`src/pkg/fuel_mode_pkg.sv`:
```
// Constants used by the fuel mode controller alone; its injector pulse generator uses none of them.
// Assumes a 10 MHz system clock.
`default_nettype none

package fuel_mode_pkg;

    localparam int unsigned CLK_HZ          = 10_000_000;
    localparam int unsigned PRIME_TIME_MS   = 2000;
    localparam int unsigned PRIME_CYCLES    = (CLK_HZ / 1000) * PRIME_TIME_MS;
    localparam int unsigned REF_TIMEOUT_MS  = 500;
    localparam int unsigned REF_TIMEOUT_CYC = (CLK_HZ / 1000) * REF_TIMEOUT_MS;

    localparam logic [15:0] CRANK_RPM       = 16'h012c;  // 300
    localparam logic [15:0] REDUCE_HI_RPM   = 16'h07d0;  // 2000
    localparam logic [15:0] REDUCE_LO_RPM   = 16'h04b0;  // 1200
    localparam logic [15:0] REV_LIMIT_RST   = 16'h1388;  // 5000

    localparam logic [7:0]  THROTTLE_FULL   = 8'hff;
    localparam logic [7:0]  ACCEL_TP_STEP   = 8'h10;
    localparam logic [7:0]  ACCEL_MAP_STEP  = 8'h10;

    localparam logic [15:0] START_BASE_PW   = 16'h0100;
    localparam logic [15:0] RUN_BASE_PW     = 16'h0400;
    localparam logic [15:0] ACCEL_EXTRA_PW  = 16'h0800;
    localparam logic [15:0] START_PERIOD    = 16'h1000;

    typedef enum logic [2:0] {
        MODE_OFF    = 3'b000,
        MODE_START  = 3'b001,
        MODE_FLOOD  = 3'b010,
        MODE_RUN    = 3'b011,
        MODE_ACCEL  = 3'b100,
        MODE_CUTOFF = 3'b101
    } fuel_mode_t;

endpackage

`default_nettype wire

```
`src/rtl/fuel_mode_controller.sv`:
```
// Fuel mode selection, pump relay and injector gating for a two-injector throttle body.
// Assumes switch and fault pins are asynchronous; sensor words are sampled by the
// surrounding logic on clk and engine speed arrives as a number in rpm.
`timescale 1ns/1ps
`default_nettype none

module fuel_mode_controller #(
    parameter int unsigned PRIME_CYCLES    = fuel_mode_pkg::PRIME_CYCLES,
    parameter int unsigned REF_TIMEOUT_CYC = fuel_mode_pkg::REF_TIMEOUT_CYC,
    parameter logic [15:0] REV_LIMIT       = fuel_mode_pkg::REV_LIMIT_RST
) (
    input  wire logic        clk,
    input  wire logic        rst_b,
    input  wire logic        ignition_on,
    input  wire logic        crank_on,
    input  wire logic        ref_pulse,
    input  wire logic        fault_switch,
    input  wire logic [7:0]  throttle_position,
    input  wire logic [7:0]  coolant_temp_sensor,
    input  wire logic [7:0]  manifold_pressure,
    input  wire logic [15:0] engine_rpm,
    output var  logic        pump_relay,
    output var  logic        injector_a,
    output var  logic        injector_b,
    output var  logic [2:0]  mode,
    output var  logic        speed_reduce
);

    // Two-stage synchronisers for the pin inputs
    logic [3:0] sync_a;
    logic [3:0] sync_b;
    always_ff @(posedge clk) begin
        if (!rst_b) begin
            sync_a <= 4'h0;
            sync_b <= 4'h0;
        end else begin
            sync_a <= {fault_switch, ref_pulse, crank_on, ignition_on};
            sync_b <= sync_a;
        end
    end
    logic ign, crank, ref_s, fault_s;
    assign {fault_s, ref_s, crank, ign} = sync_b;

    // Reference pulse edges and a watchdog saying the engine turns
    logic        ref_d;
    logic [31:0] ref_timer;
    logic        ref_alive;
    always_ff @(posedge clk) begin
        if (!rst_b) begin
            ref_d     <= 1'b0;
            ref_timer <= 32'h0;
            ref_alive <= 1'b0;
        end else begin
            ref_d <= ref_s;
            if (ref_s && !ref_d) begin
                ref_timer <= REF_TIMEOUT_CYC;
                ref_alive <= 1'b1;
            end else if (ref_timer != 32'h0) begin
                ref_timer <= ref_timer - 32'h1;
            end else begin
                ref_alive <= 1'b0;
            end
        end
    end

    // Pump relay: prime timer on ignition rising, crank holds, dead engine drops
    logic        ign_d;
    logic [31:0] prime_cnt;
    always_ff @(posedge clk) begin
        if (!rst_b) begin
            ign_d      <= 1'b0;
            prime_cnt  <= 32'h0;
            pump_relay <= 1'b0;
        end else begin
            ign_d <= ign;
            if (!ign)
                prime_cnt <= 32'h0;
            else if (!ign_d)
                prime_cnt <= PRIME_CYCLES;
            else if (prime_cnt != 32'h0)
                prime_cnt <= prime_cnt - 32'h1;
            // Crank wins even before the first reference edge so the pump can start
            pump_relay <= ign && (crank || prime_cnt != 32'h0 || ref_alive);
        end
    end

    // Overspeed latch with release only once speed is back under the limit
    logic overspeed;
    always_ff @(posedge clk) begin
        if (!rst_b)
            overspeed <= 1'b0;
        else if (engine_rpm > REV_LIMIT)
            overspeed <= 1'b1;
        else if (engine_rpm < REV_LIMIT)
            overspeed <= 1'b0;
    end

    // Fault switch edge latches speed reduction; single-injector hysteresis inside it
    logic fault_d;
    logic one_inj;
    always_ff @(posedge clk) begin
        if (!rst_b) begin
            fault_d      <= 1'b0;
            speed_reduce <= 1'b0;
            one_inj      <= 1'b0;
        end else begin
            fault_d <= fault_s;
            if (fault_s != fault_d)
                speed_reduce <= 1'b1;
            if (!speed_reduce || engine_rpm < fuel_mode_pkg::REDUCE_LO_RPM)
                one_inj <= 1'b0;
            else if (engine_rpm > fuel_mode_pkg::REDUCE_HI_RPM)
                one_inj <= 1'b1;
        end
    end

    // Rapid rise detection on throttle and manifold pressure
    logic [7:0] tp_prev, map_prev;
    logic       accel;
    logic       fire;
    always_ff @(posedge clk) begin
        if (!rst_b) begin
            tp_prev  <= 8'h00;
            map_prev <= 8'h00;
        end else if (fire) begin
            tp_prev  <= throttle_position;
            map_prev <= manifold_pressure;
        end
    end
    assign accel = (throttle_position > tp_prev && throttle_position - tp_prev >= fuel_mode_pkg::ACCEL_TP_STEP)
                || (manifold_pressure > map_prev
                    && manifold_pressure - map_prev >= fuel_mode_pkg::ACCEL_MAP_STEP);

    // Mode selection; cutoff is checked first so it overrides everything
    fuel_mode_pkg::fuel_mode_t cur, next_mode;
    logic full_tp;
    logic cutoff;
    assign full_tp = (throttle_position == fuel_mode_pkg::THROTTLE_FULL);
    assign cutoff  = !ign || !ref_alive || overspeed;
    always_comb begin
        next_mode = cur;
        // No exception while cranking: a dead distributor must never get fuel
        if (cutoff)
            next_mode = fuel_mode_pkg::MODE_CUTOFF;
        else if (engine_rpm <= fuel_mode_pkg::CRANK_RPM) begin
            if (full_tp && crank)
                next_mode = fuel_mode_pkg::MODE_FLOOD;
            else
                next_mode = fuel_mode_pkg::MODE_START;
        end else if (accel)
            next_mode = fuel_mode_pkg::MODE_ACCEL;
        else
            next_mode = fuel_mode_pkg::MODE_RUN;
    end

    always_ff @(posedge clk) begin
        if (!rst_b) begin
            cur  <= fuel_mode_pkg::MODE_OFF;
            mode <= 3'b000;
        end else begin
            cur  <= next_mode;
            mode <= next_mode;
        end
    end

    // Pulse width per mode: colder coolant lengthens it, and higher pressure does too in run and accel
    logic [15:0] width;
    logic [7:0]  cold;
    assign cold = ~coolant_temp_sensor;
    always_comb begin
        case (cur)
            fuel_mode_pkg::MODE_START:
                width = fuel_mode_pkg::START_BASE_PW + {4'h0, cold[7:0], 4'h0}
                      - {8'h00, throttle_position[7:1], 1'b0};
            fuel_mode_pkg::MODE_RUN:
                width = fuel_mode_pkg::RUN_BASE_PW + {4'h0, cold[7:0], 4'h0}
                      + {4'h0, manifold_pressure, 4'h0};
            fuel_mode_pkg::MODE_ACCEL:
                width = fuel_mode_pkg::RUN_BASE_PW + {4'h0, cold[7:0], 4'h0}
                      + {4'h0, manifold_pressure, 4'h0}
                      + fuel_mode_pkg::ACCEL_EXTRA_PW;
            default:
                width = 16'h0000;
        endcase
    end

    // Fire on each reference edge when turning, on a short timer while cranking
    logic [15:0] start_tmr;
    always_ff @(posedge clk) begin
        if (!rst_b || cur != fuel_mode_pkg::MODE_START)
            start_tmr <= 16'h0;
        else if (start_tmr == fuel_mode_pkg::START_PERIOD)
            start_tmr <= 16'h0;
        else
            start_tmr <= start_tmr + 16'h1;
    end
    assign fire = (ref_s && !ref_d) || (start_tmr == fuel_mode_pkg::START_PERIOD);

    logic inhibit_all;
    assign inhibit_all = cur == fuel_mode_pkg::MODE_CUTOFF || cur == fuel_mode_pkg::MODE_FLOOD
                      || cur == fuel_mode_pkg::MODE_OFF || !ign;

    logic drv_a, drv_b;
    injector_pulse_gen #(.W(16)) u_inj_a (
        .clk     (clk),
        .rst_b   (rst_b),
        .fire    (fire),
        .width   (width),
        .inhibit (inhibit_all),
        .drive   (drv_a)
    );
    injector_pulse_gen #(.W(16)) u_inj_b (
        .clk     (clk),
        .rst_b   (rst_b),
        .fire    (fire),
        .width   (width),
        .inhibit (inhibit_all || one_inj),
        .drive   (drv_b)
    );

    // Register the drivers so the pins come from flip-flops
    always_ff @(posedge clk) begin
        if (!rst_b) begin
            injector_a <= 1'b0;
            injector_b <= 1'b0;
        end else begin
            injector_a <= drv_a && !inhibit_all;
            injector_b <= drv_b && !inhibit_all && !one_inj;
        end
    end

    a_no_fuel_ign_off: assert property (@(posedge clk) disable iff (!rst_b)
        !ign |-> ##2 (!injector_a && !injector_b))
        else $error("injector fired with ignition off");
    a_flood_no_fuel: assert property (@(posedge clk) disable iff (!rst_b)
        cur == fuel_mode_pkg::MODE_FLOOD |-> ##1 (!injector_a && !injector_b))
        else $error("injector fired in clear flood");
    a_crank_pump_on: assert property (@(posedge clk) disable iff (!rst_b)
        (ign && crank) |=> pump_relay)
        else $error("pump off while cranking");
    a_pump_dead_off: assert property (@(posedge clk) disable iff (!rst_b)
        (!crank && !ref_alive && prime_cnt == 32'h0) |=> !pump_relay)
        else $error("pump on with no reference");
    a_prime_start: assert property (@(posedge clk) disable iff (!rst_b)
        (ign && !ign_d) |=> (prime_cnt == PRIME_CYCLES) ##1 pump_relay)
        else $error("prime not started");
    a_one_injector: assert property (@(posedge clk) disable iff (!rst_b)
        one_inj |=> !injector_b)
        else $error("second injector fired in reduction");
    a_overspeed_cut: assert property (@(posedge clk) disable iff (!rst_b)
        overspeed |=> (cur == fuel_mode_pkg::MODE_CUTOFF))
        else $error("overspeed not cut");
    a_fault_edge: assert property (@(posedge clk) disable iff (!rst_b)
        (fault_s != fault_d) |=> speed_reduce)
        else $error("fault edge missed");

endmodule // fuel_mode_controller

`default_nettype wire

```
`src/rtl/injector_pulse_gen.sv`:
```
// Injector pulse generator: one pulse per request, width from the mode logic.
// Assumes requests come from logic on the same clock.
`timescale 1ns/1ps
`default_nettype none

module injector_pulse_gen #(
    parameter int W = 16
) (
    input  wire logic         clk,
    input  wire logic         rst_b,
    input  wire logic         fire,
    input  wire logic [W-1:0] width,
    input  wire logic         inhibit,
    output var  logic         drive
);

    logic [W-1:0] remain;

    // Count down the pulse; inhibit kills it at once so cutoff is immediate
    always_ff @(posedge clk) begin
        if (!rst_b || inhibit) begin
            remain <= '0;
            drive  <= 1'b0;
        end else if (fire && width != '0) begin
            remain <= width - 1'b1;
            drive  <= 1'b1;
        end else if (remain != '0) begin
            remain <= remain - 1'b1;
        end else begin
            drive  <= 1'b0;
        end
    end

endmodule // injector_pulse_gen

`default_nettype wire

```
`config.mk`:
```
export PLATFORM = sky130hd
export DESIGN_NAME = fuel_mode_controller
export DESIGN_NICKNAME = d
export VERILOG_FILES = /design/src/pkg/fuel_mode_pkg.sv /design/src/rtl/fuel_mode_controller.sv /design/src/rtl/injector_pulse_gen.sv
export SDC_FILE = /design/constraint.sdc
export NUM_CORES = 1
export LEC_CHECK = 0
export BUFFER_PORTS_ARGS = -buffer_cell sky130_fd_sc_hd__clkbuf_2
export CAP_MARGIN = 30
export CORE_MARGIN = 10
export CORE_UTILIZATION = 60
export CTS_CLUSTER_SIZE = 30
export DETAILED_ROUTE_END_ITERATION = 12
export HOLD_SLACK_MARGIN = 0.12
export PLACE_DENSITY = 0.84
export SYNTH_ARGS = -nofsm -noshare
export SYNTH_HDL_FRONTEND = slang
export SYNTH_SLANG_ARGS = --single-unit
```
`constraint.sdc`:
```
create_clock -name clk -period 4.6 [get_ports clk]
set_input_delay 0.69 -clock clk [delete_from_list [all_inputs] [get_ports clk]]
set_output_delay 0.69 -clock clk [all_outputs]
set_load 0.005 [all_outputs]
```
# Word-level counts from Yosys, hierarchy flattened
# Cells that the tools add are included.
# W data, S select, Z words.
op_classes:
  add_sub_neg: 13
  order_cmp: 9
  eq_ne: 13
  mux: 21
  bitwise: 2
  n_reduce_logical: 46
op_table:
  columns: ["operator", "count"]
  rows:
  - ["$mux W16", 4]
  - ["$reduce_bool A32 Y1", 2]
  - ["$sub A32 B1 Y32 const B", 2]
  - ["$mux W25", 2]
  - ["$pmux W16 S3", 1]
  - ["$reduce_bool A16 Y1", 3]
  - ["$sub A16 B1 Y16 const B", 3]
  - ["$mux W23", 2]
  - ["$add A16 B1 Y16 const B", 1]
  - ["$eq A16 B13 Y1 const B", 1]
  - ["$ge A8 B5 Y1 const B", 2]
  - ["$gt A16 B11 Y1 const B", 1]
  - ["$gt A16 B13 Y1 const B", 1]
  - ["$gt A8 B8 Y1", 2]
  - ["$le A16 B9 Y1 const B", 1]
  - ["$lt A16 B11 Y1 const B", 1]
  - ["$lt A16 B13 Y1 const B", 1]
  - ["$sub A8 B8 Y8", 2]
  - ["$add A14 B12 Y15 const B", 1]
  - ["$add A13 B12 Y14", 1]
  - ["$logic_or A1 B1 Y1", 14]
  - ["$sub A13 B8 Y14", 1]
  - ["$add A11 B12 Y13 const A", 1]
  - ["$add A9 B12 Y13 const A", 1]
  - ["other kinds (20)", 53]
totals:
  register_bits: 151
  input_bits: 46
  word_cells: 129

# Logic depth before layout (Yosys ltp)
# Gate-level depths: netlist (run 1).
depth:
  ltp_word: 8
  mapped_depth: 20
  depth_no_buf: 18

# Cells and area by module
# A second synthesis (run 1) with hierarchy kept.
hier_totals:
  hier_cells: 1140
  hier_area_um2: 9520.4
by_module_without_submodules:
  columns: ["module", "n_inst", "cells_each", "area_per_inst_um2", "seq_area_each_um2"]
  rows:
  - ["fuel_mode_controller", 1, 826, 6910.4, 2342.2]
  - ["injector_pulse_gen", 2, 157, 1305.0, 340.3]

# Least setup slack after synthesis (run 1)
# OpenSTA, ideal clock, no wires.
synth_path:
  path_kind: "input port to flip-flop"
  from: "in coolant_temp_sensor[1]"
  to: "reg u_inj_a.remain[14]"
  setup_ps: 128
  t_arrival_ps: 3722
  setup_slack_ps: 751
  stages: 18
  n_path_buf: 1
  path_cell_list: "inv_1 > ha_1 > ha_1 > inv_1 > fa_1 > nor2b_1 > o31a_1 > o21ai_0 > nand2_1 > xor2_1 > ha_1 > a22oi_1 > o211ai_1 > nor2_1 > a21oi_1 > o21bai_1 > clkbuf_1 > nor2_1"
synth_between:
  elab_chain_len: 8
synth_rtl:
  columns: ["element", "line", "text"]
  rows:
  - ["start, declared", "fuel_mode_controller.sv:19", "input wire logic [7:0] coolant_temp_sensor,"]
  - ["$not A8 Y8 *", "fuel_mode_controller.sv:169", "assign cold = ~coolant_temp_sensor;"]
  - ["$add A11 B12 Y13", "fuel_mode_controller.sv:176, fuel_mode_controller.sv:179", null]
  - ["$add A13 B12 Y14", "fuel_mode_controller.sv:177, fuel_mode_controller.sv:180", null]
  - ["$add A14 B12 Y15", "fuel_mode_controller.sv:181", "+ fuel_mode_pkg::ACCEL_EXTRA_PW;"]
  - ["$pmux W16 S3 *", "fuel_mode_controller.sv:171", "case (cur)"]
  - ["parallel branches: the longest is 3 deep, another holds $sub A16 B1 Y16", null, null]
  - ["end signal, assigned", "injector_pulse_gen.sv:25", "remain <= width - 1'b1;"]
  - ["end signal, assigned", "injector_pulse_gen.sv:28", "remain <= remain - 1'b1;"]
  - ["end, declared", "injector_pulse_gen.sv:17", "logic [W-1:0] remain;"]
# Every way passes the cells marked *.
# A chain may end at the register's enable or synchronous reset.

# Worst setup path after layout (run 1)
layout_path:
  from: "in coolant_temp_sensor[1]"
  to: "reg u_inj_b.remain[3]"
layout_between:
  elab_chain_len: 8
layout_rtl:
  columns: ["element", "line", "text"]
  rows:
  - ["$not A8 Y8 *", "fuel_mode_controller.sv:169", null]
  - ["$add A11 B12 Y13", "fuel_mode_controller.sv:176, fuel_mode_controller.sv:179", null]
  - ["$add A13 B12 Y14", "fuel_mode_controller.sv:177, fuel_mode_controller.sv:180", null]
  - ["$add A14 B12 Y15", "fuel_mode_controller.sv:181", null]
  - ["$pmux W16 S3 *", "fuel_mode_controller.sv:171", null]
  - ["$reduce_bool A16 Y1 *", "injector_pulse_gen.sv:24", "end else if (fire && width != '0) begin"]
  - ["$logic_and A1 B1 Y1 *", "injector_pulse_gen.sv:24", null]
  - ["$mux W16 or $reduce_bool A2 Y1 (tied branches)", null, null]
  - ["end signal, assigned", "injector_pulse_gen.sv:25", null]
  - ["end signal, assigned", "injector_pulse_gen.sv:28", null]
  - ["end, declared", "injector_pulse_gen.sv:17", null]
# Mark *: on every way between the ends. The rest lies on a longest branch, timed or not.

==> results.yml, run 1 <==
run_status:
  status: "complete, no violations"
floorplanning:
  die-area_mm2: 0.0199
  initial_utilization: 0.609
  die_width_um: 141
  floorplan.core_area_mm2: 0.0144
  die-height_um: 141
  num_io_pins: 53
  placement_rows: 44
cts:
  post_cts_hold_buffer_count: 0
  postCtsResizedCells: 0
  clock-root-buffer: "clkbuf_16"
  worst_skew_pair.late_latency_ns: 0.42
  clock_sink_count: 151
  tritoncts: "yes"
  ctsLongestPathBuffers: 2
  ctsHtreeMaxLevel: 4
  cts_made_buffers: 17
  cts.clk_slew.worst_paths_ns: 0.06
  postCtsSetupRepairBufs: 0
synthesis:
  postSynthRegisterBits: 151
  synth-async-reset-ratio: 0
  synthesis.area_mm2: 0.00879
  netlist-cell-type-count: 64
  synth_top_area_share: 0.344
  netlist_top_cells_area: "dfxtp_1 34%, ha_1 7.7%, a21oi_1 6.4%, xnor2_1 6.4%, nor2_1 5.1%"
  synth_top_cell_by_area: "dfxtp_1"
  yosysMostFrequentCell: "dfxtp_1"
  post_synth_edffs: 0
  synth_sequential_area_ratio: 0.344
  synth_warnings: 0
  post_synth_most_frequent_cells: "151 x dfxtp_1, 120 x nor2_1, 113 x a21oi_1, 103 x nand2_1, 66 x inv_1"
  post_synthesis_net_count: 1204
  cell_count_after_synthesis: 1101
  synthFlopType: "dfxtp_1"
  post_synth.cell_area_avg_um2: 7.98
final_layout:
  area_added_between_synthesis_and_finish_pct: 11.1
  post_route_cells_drive_above_1_share: 0.0929
  finish.net_count: 1242
  antenna_cells: 0
route:
  detail_route.drc_violations: 0
  drt_pass1_iterations: 5
  drtAntennaViolNets: 0
  dr_total_vias: 7835
  via_per_inst: 5.86
  detail_route.wl_per_cell_um: 15.2
  first_iter_violations: 656
  wl_final_um: 20300
sta:
  final.setup_skew_ns: 0.0142
  report.final.hold_viol_count: 0
  grt_setup_unrepaired: "false"
  period_needed_ns: 4.07
  timing.final.max_slew_violations: 0
  fmax_mhz: 245
  max_slew_margin: 0.320
  final_min_period_over_clock_period: 0.886
  worst_slew_pin_slew_ns: 1.02
  setup_violations: 0
  tns_ns: 0
placement:
  globalplace.congestion: 0.897
  hpwlAfterDp_um: 14600
  numPortBuffers: 52
global_routing:
  via_count_of_the_first_global_routing_pass: 7335
  globalRouteTotalUtil: 0.201
  globalRoute.totalOverflow: 0
  global_route_wire_length_before_repair_um: 33900
  maximum_number_of_pins_on_one_net_before_global_route_repair: 30
  grt_antenna_before_repair: 0
power_and_ir_drop:
  power.leakage_nw: 4.00
  pwr_density_cell_mw_per_mm2: 434
  power_mw: 4.24
  irDropWorstVdd_mv: 0.362
min_path:
  timing.hold.worst.class: "flop to flop"
worst_setup_path:
  critical_path_class: "input port to flop"
  critical_path_required_ns: 4.89
  arrival_time_at_the_worst_endpoint_ns: 4.37
  critical_path.endpoint_type: "flop"
  start_kind: "input port"
  critPathMaxFanout: 15
job:
  count_of_maximum_capacitance_violations: 0
[sequential cells by signal, indices dropped and copies added, names as in the netlist, 3 cells and up]
register,cells
cur,3
tp_prev,8
map_prev,8
prime_cnt,32
sync_b,4
sync_a,4
start_tmr,16
u_inj_b.remain,16
u_inj_a.remain,16
ref_timer,32
[path summary, 6_finish.rpt]
kind                          start  cells past startpoint                               to  slack (ns)
min reg2reg    sync_a[1]$_SDFF_PN0_                      1             sync_b[1]$_SDFF_PN0_        0.43
max reg2reg       cur[1]$_SDFF_PP0_                     11  u_inj_a.remain[13]$_SDFFE_PP0P_        1.22
max          coolant_temp_sensor[1]                     19   u_inj_b.remain[3]$_SDFFE_PP0P_        0.53
min            sync_a[1]$_SDFF_PN0_                      1             sync_b[1]$_SDFF_PN0_        0.43
[routing by layer]
metal | GRT usage | wire length [um] | share of wire | vias to the layer above
met5 | 0 | 0 | 0 | -
met2 | 0.336 | 9820 | 0.48 | 218
met3 | 0.0420 | 1060 | 0.052 | 31
li1 | - | - | - | 3917
met4 | 0.0630 | 299 | 0.015 | 0
met1 | 0.252 | 9110 | 0.45 | 3669
[cell usage in the layout, fill, tap and decap left out, types with 4 or more instances in the layout]
| cell | n |
|---|---|
| a211o_1 | 4 |
| xnor2_1 | 64 |
| a31oi_1 | 7 |
| clkbuf_16 | 17 |
| clkbuf_2 | 52 |
| nor4b_1 | 7 |
| or3_1 | 29 |
| a21o_1 | 6 |
| nor2b_1 | 12 |
| xor2_1 | 40 |
| o31ai_1 | 6 |
| and3_1 | 7 |
| nor3_1 | 38 |
| buf_4 | 6 |
| dfxtp_1 | 151 |
| ha_1 | 54 |
| o21a_1 | 9 |
| or2_2 | 4 |
| nand4_1 | 9 |
| o22ai_1 | 4 |
| nor3b_1 | 5 |
| or4_1 | 6 |
| a211oi_1 | 9 |
| inv_1 | 66 |
| o211ai_1 | 8 |
| nand3b_1 | 8 |
| nand3_1 | 29 |
| nor2_1 | 120 |
| a21oi_1 | 113 |
| nand2_1 | 103 |
| nand2b_1 | 15 |
| and2_1 | 16 |
| nor4_1 | 24 |
| o21ai_0 | 40 |
| inv_6 | 5 |
[final cells by class]
| cell class | count | area, um2 |
|---|---|---|
| clock buffer | 20 | 457 |
| clock inverter | 12 | 163 |
| fill | 1161 | 4660 |
| inverter | 66 | 248 |
| multi-input combinational | 845 | 5340 |
| sequential | 151 | 3020 |
| tap | 184 | 230 |
| timing repair buffer | 58 | 305 |
[cell families after synthesis]
| kind of cell | count (synthesis) | share of synthesized area |
|---|---|---|
| XOR/XNOR | 104 | 0.104 |
| buffers and inverters | 105 | 0.0485 |
| AND/OR/NAND/NOR | 451 | 0.262 |
| multiplexers | 4 | 0.00470 |
| flip-flops | 151 | 0.344 |
| AO/OA/AOI/OAI | 229 | 0.153 |
| adder cells (fa/ha/maj) | 57 | 0.0837 |
[where the power goes]
| group | leakage [nW] | total [mW] | internal, mW | switching [mW] |
|---|---|---|---|---|
| logic | 2.48 | 1.23 | 0.543 | 0.692 |
| clock network | 0.298 | 1.46 | 0.891 | 0.569 |
| registers | 1.23 | 1.55 | 1.44 | 0.107 |
| total | 4.00 | 4.24 | 2.87 | 1.37 |
[worst max-delay path: stages]
cell and delay, ns:
clkbuf_2 0.08, inv_1 0.05, ha_1 0.29, ha_1 0.20, inv_1 0.07, fa_1 0.37
nor2b_1 0.18, o31a_1 0.27, o21ai_0 0.10, nand2_1 0.10, xor2_1 0.17, ha_1 0.25
a22oi_1 0.17, o211ai_1 0.23, nor2_1 0.24, a21o_1 0.44, buf_4 0.25, a21o_1 0.13
a21oi_1 0.08
[through the flow]
step                      hold slack, ns  instances  instance area [um2]  worst slack [ns]  utilization
after floorplan                    0.412       1101                 8790             0.751            -
after global placement             0.414       1304                 9150             0.367        0.634
after detailed placement           0.418       1304                 9150             0.260        0.634
after CTS                          0.433       1336                 9770             0.632        0.677
after global routing               0.452       1336                 9770             0.243        0.677
final                              0.433       1336                 9770             0.525        0.677
Note: power is estimated with default switching activity, not from simulation.
==> run 2: changes to the inputs <==
--- a/config.mk
+++ b/config.mk
@@ -11,8 +11,11 @@
 export CORE_UTILIZATION = 60
 export CTS_CLUSTER_SIZE = 30
 export DETAILED_ROUTE_END_ITERATION = 12
+export GPL_ROUTABILITY_DRIVEN = 0
+export GPL_TIMING_DRIVEN = 0
 export HOLD_SLACK_MARGIN = 0.12
 export PLACE_DENSITY = 0.84
+export SLEW_MARGIN = 10
 export SYNTH_ARGS = -nofsm -noshare
 export SYNTH_HDL_FRONTEND = slang
 export SYNTH_SLANG_ARGS = --single-unit
==> run 2 against run 1 <==
Net effect: final area is 1.2% higher; routed wire length grew 2.6%; total power rose by 0.15%; sequential share of layout area decreased by 0.36 points; highest routed layer unchanged; non-clock buffer count up 32; critical endpoint is now u_inj_b.remain[10]$_SDFFE_PP0P_; register-to-register slack worse by 0.07 ns; worst hold slack got worse by 0.0024 ns; combinational power is 4% higher; final cell count up 2.3%; die area stayed put; largest cell class unchanged.
==> results.yml, run 2 (synthesis results as in run 1) <==
global_routing:
  globalRoute.totalOverflow: 0
  globalRouteTotalUtil: 0.207
  via_count_of_the_first_global_routing_pass: 7418
  maximum_number_of_pins_on_one_net_before_global_route_repair: 17
  grt_antenna_before_repair: 0
  global_route_wire_length_before_repair_um: 34600
power_and_ir_drop:
  irDropWorstVdd_mv: 0.388
  pwr_density_cell_mw_per_mm2: 430
  power_mw: 4.25
  power.leakage_nw: 4.04
  combPwrFrac: 0.301
  netSwitchingFraction: 0.320
  clockPowerShare: 0.335
  p_sw_mw: 1.36
  internal_power_mw: 2.89
  part_of_the_total_power_dissipated_in_sequential_elements: 0.364
route:
  wl_final_um: 20800
  drt_pass1_iterations: 5
  detail_route.drc_violations: 0
  first_iter_violations: 587
  route.top_layer_used: "met4"
  met1Wirelength_um: 9340
  wire_length_on_met3_um: 912
  via_per_inst: 5.78
  drtAntennaViolNets: 0
  wl_met2_um: 10200
  dr_total_vias: 7895
  detail_route.wl_per_cell_um: 15.2
worst_setup_path:
  critPathLaunch: "coolant_temp_sensor[1]"
  cp_top_family: "adder cells"
  critical_path.endpoint_type: "flop"
  endpoint: "u_inj_b.remain[10]$_SDFFE_PP0P_"
  critical_path_depth: 21
  critical_path_required_ns: 4.96
  critPathMaxFanout: 10
  arrival_time_at_the_worst_endpoint_ns: 4.55
  crit_path_top_delay_cell: "fa_1"
  critical_path.n_buffers_inverters: 5
  r2r_worst_path_depth: 12
  reg2reg_slack_ns: 1.15
  critical_path_class: "input port to flop"
  reg2reg_to: "u_inj_b.remain[10]$_SDFFE_PP0P_"
  worst_path_most_repeated_cell: "ha_1"
  start_kind: "input port"
  rr_startpoint: "cur[0]$_SDFF_PN0_"
  slowest_delay_ns: 0.38
  critical_path.cell_chain: "clkbuf_2, inv_1, ha_1, ha_1, inv_1, fa_1, nor2b_1, o31a_1, o21ai_0, nand2_1, xor2_1, ha_1, o21ai_0, nand4_1, nand3b_1, nor2_1, a21oi_1, buf_2, buf_2, nand2_1, a21oi_1"
placement:
  numPortBuffers: 51
  hpwlAfterDp_um: 15300
final_layout:
  layout_commonest_cell: "dfxtp_1"
  antenna_cells: 0
  finish.net_count: 1274
  layout.cells.most_common_list: "151 x dfxtp_1, 120 x nor2_1, 113 x a21oi_1, 103 x nand2_1, 66 x inv_1"
  top_regs: "prime_cnt: 32 flops, ref_timer: 32 flops"
  area_added_between_synthesis_and_finish_pct: 12.4
  post_route_cells_drive_above_1_share: 0.0921
cts:
  clock-root-buffer: "clkbuf_16"
  cts_made_buffers: 17
  postCtsSetupRepairBufs: 0
  post_cts_hold_buffer_count: 0
  ctsLongestPathBuffers: 2
  ctsHtreeMaxLevel: 4
  clock_sink_count: 151
  tritoncts: "yes"
  worst_skew_pair.late_latency_ns: 0.43
  cts.clk_slew.worst_paths_ns: 0.06
sta:
  final_min_period_over_clock_period: 0.911
  fmax_mhz: 239
  grt_setup_unrepaired: "false"
  tns_ns: 0
  timing.final.max_slew_violations: 0
  setup_violations: 0
  final.setup_skew_ns: 0.00617
  worst_slew_pin_slew_ns: 0.798
  max_slew_margin: 0.466
  report.final.hold_viol_count: 0
  period_needed_ns: 4.19
floorplanning:
  die-height_um: 141
  die_width_um: 141
  initial_utilization: 0.609
  die-area_mm2: 0.0199
  num_io_pins: 53
  floorplan.core_area_mm2: 0.0144
  placement_rows: 44
min_path:
  whs_path_depth: 1
  timing.hold.worst.class: "flop to flop"
job:
  count_of_maximum_capacitance_violations: 0
run_status:
  status: "complete, no violations"
==> run 2: cell count changes in the layout (fill, tap and decap cells not counted), sizes merged <==
cell      change
buf           +5
clkbuf       +27
clkinv        +2
clkinvlp      +1
inv           -4
==> run 2: layout make-up <==
cell class / count / area [um2]
sequential: 151 / 3020
timing repair buffer: 51 / 255
buffer: 39 / 180
multi-input combinational: 845 / 5340
fill: 1158 / 4540
inverter: 66 / 248
clock buffer: 20 / 457
clock inverter: 11 / 149
tap: 184 / 230
==> run 2: worst min path at each step <==
stage | from | endpoint | slack (ns)
finish | sync_a[2]$_SDFF_PN0_ | sync_b[2]$_SDFF_PN0_ | 0.43
global route | sync_a[3]$_SDFF_PN0_ | sync_b[3]$_SDFF_PN0_ | 0.45
CTS | sync_a[2]$_SDFF_PN0_ | sync_b[2]$_SDFF_PN0_ | 0.43
detailed placement | sync_a[2]$_SDFF_PN0_ | sync_b[2]$_SDFF_PN0_ | 0.42
floorplan | sync_a[0]$_SDFF_PN0_ | sync_b[0]$_SDFF_PN0_ | 0.41
global placement | sync_a[1]$_SDFF_PN0_ | sync_b[1]$_SDFF_PN0_ | 0.41
==> run 2: stage by stage <==
step | utilization | worst slack [ns] | hold WS (ns) | cell area [um2] | cells
2_1_floorplan | - | 0.751 | 0.412 | 8790 | 1101
4_1_cts | 0.685 | 0.495 | 0.434 | 9880 | 1367
6_report | 0.685 | 0.409 | 0.430 | 9880 | 1367
3_5_place_dp | 0.643 | 0.0438 | 0.421 | 9280 | 1336
3_3_place_gp | 0.643 | 0.0745 | 0.413 | 9280 | 1336
5_1_grt | 0.685 | 0.0295 | 0.453 | 9880 | 1367
==> run 2: layer usage <==
metal  GRT usage  up-vias
li1            -     3996
met1       0.248     3665
met2       0.360      198
met3      0.0363       36
met4      0.0750        0
met5           0        -
==> run 2: what timing repair did <==
action                     4_1_cts  5_1_grt
resized for setup                0        2
hold endpoints to repair         0        0
setup endpoints to repair        0        5
==> run 2: power groups by stage <==
stage                     sequential (mW)  clock (mW)  combinational (mW)
final                                1.54        1.42                1.28
after floorplan                      1.55           0                1.02
after global routing                 1.56        1.48                1.44
after detailed placement             1.57           0                1.25
after global placement               1.56           0                1.22
after CTS                            1.54        1.44                1.27
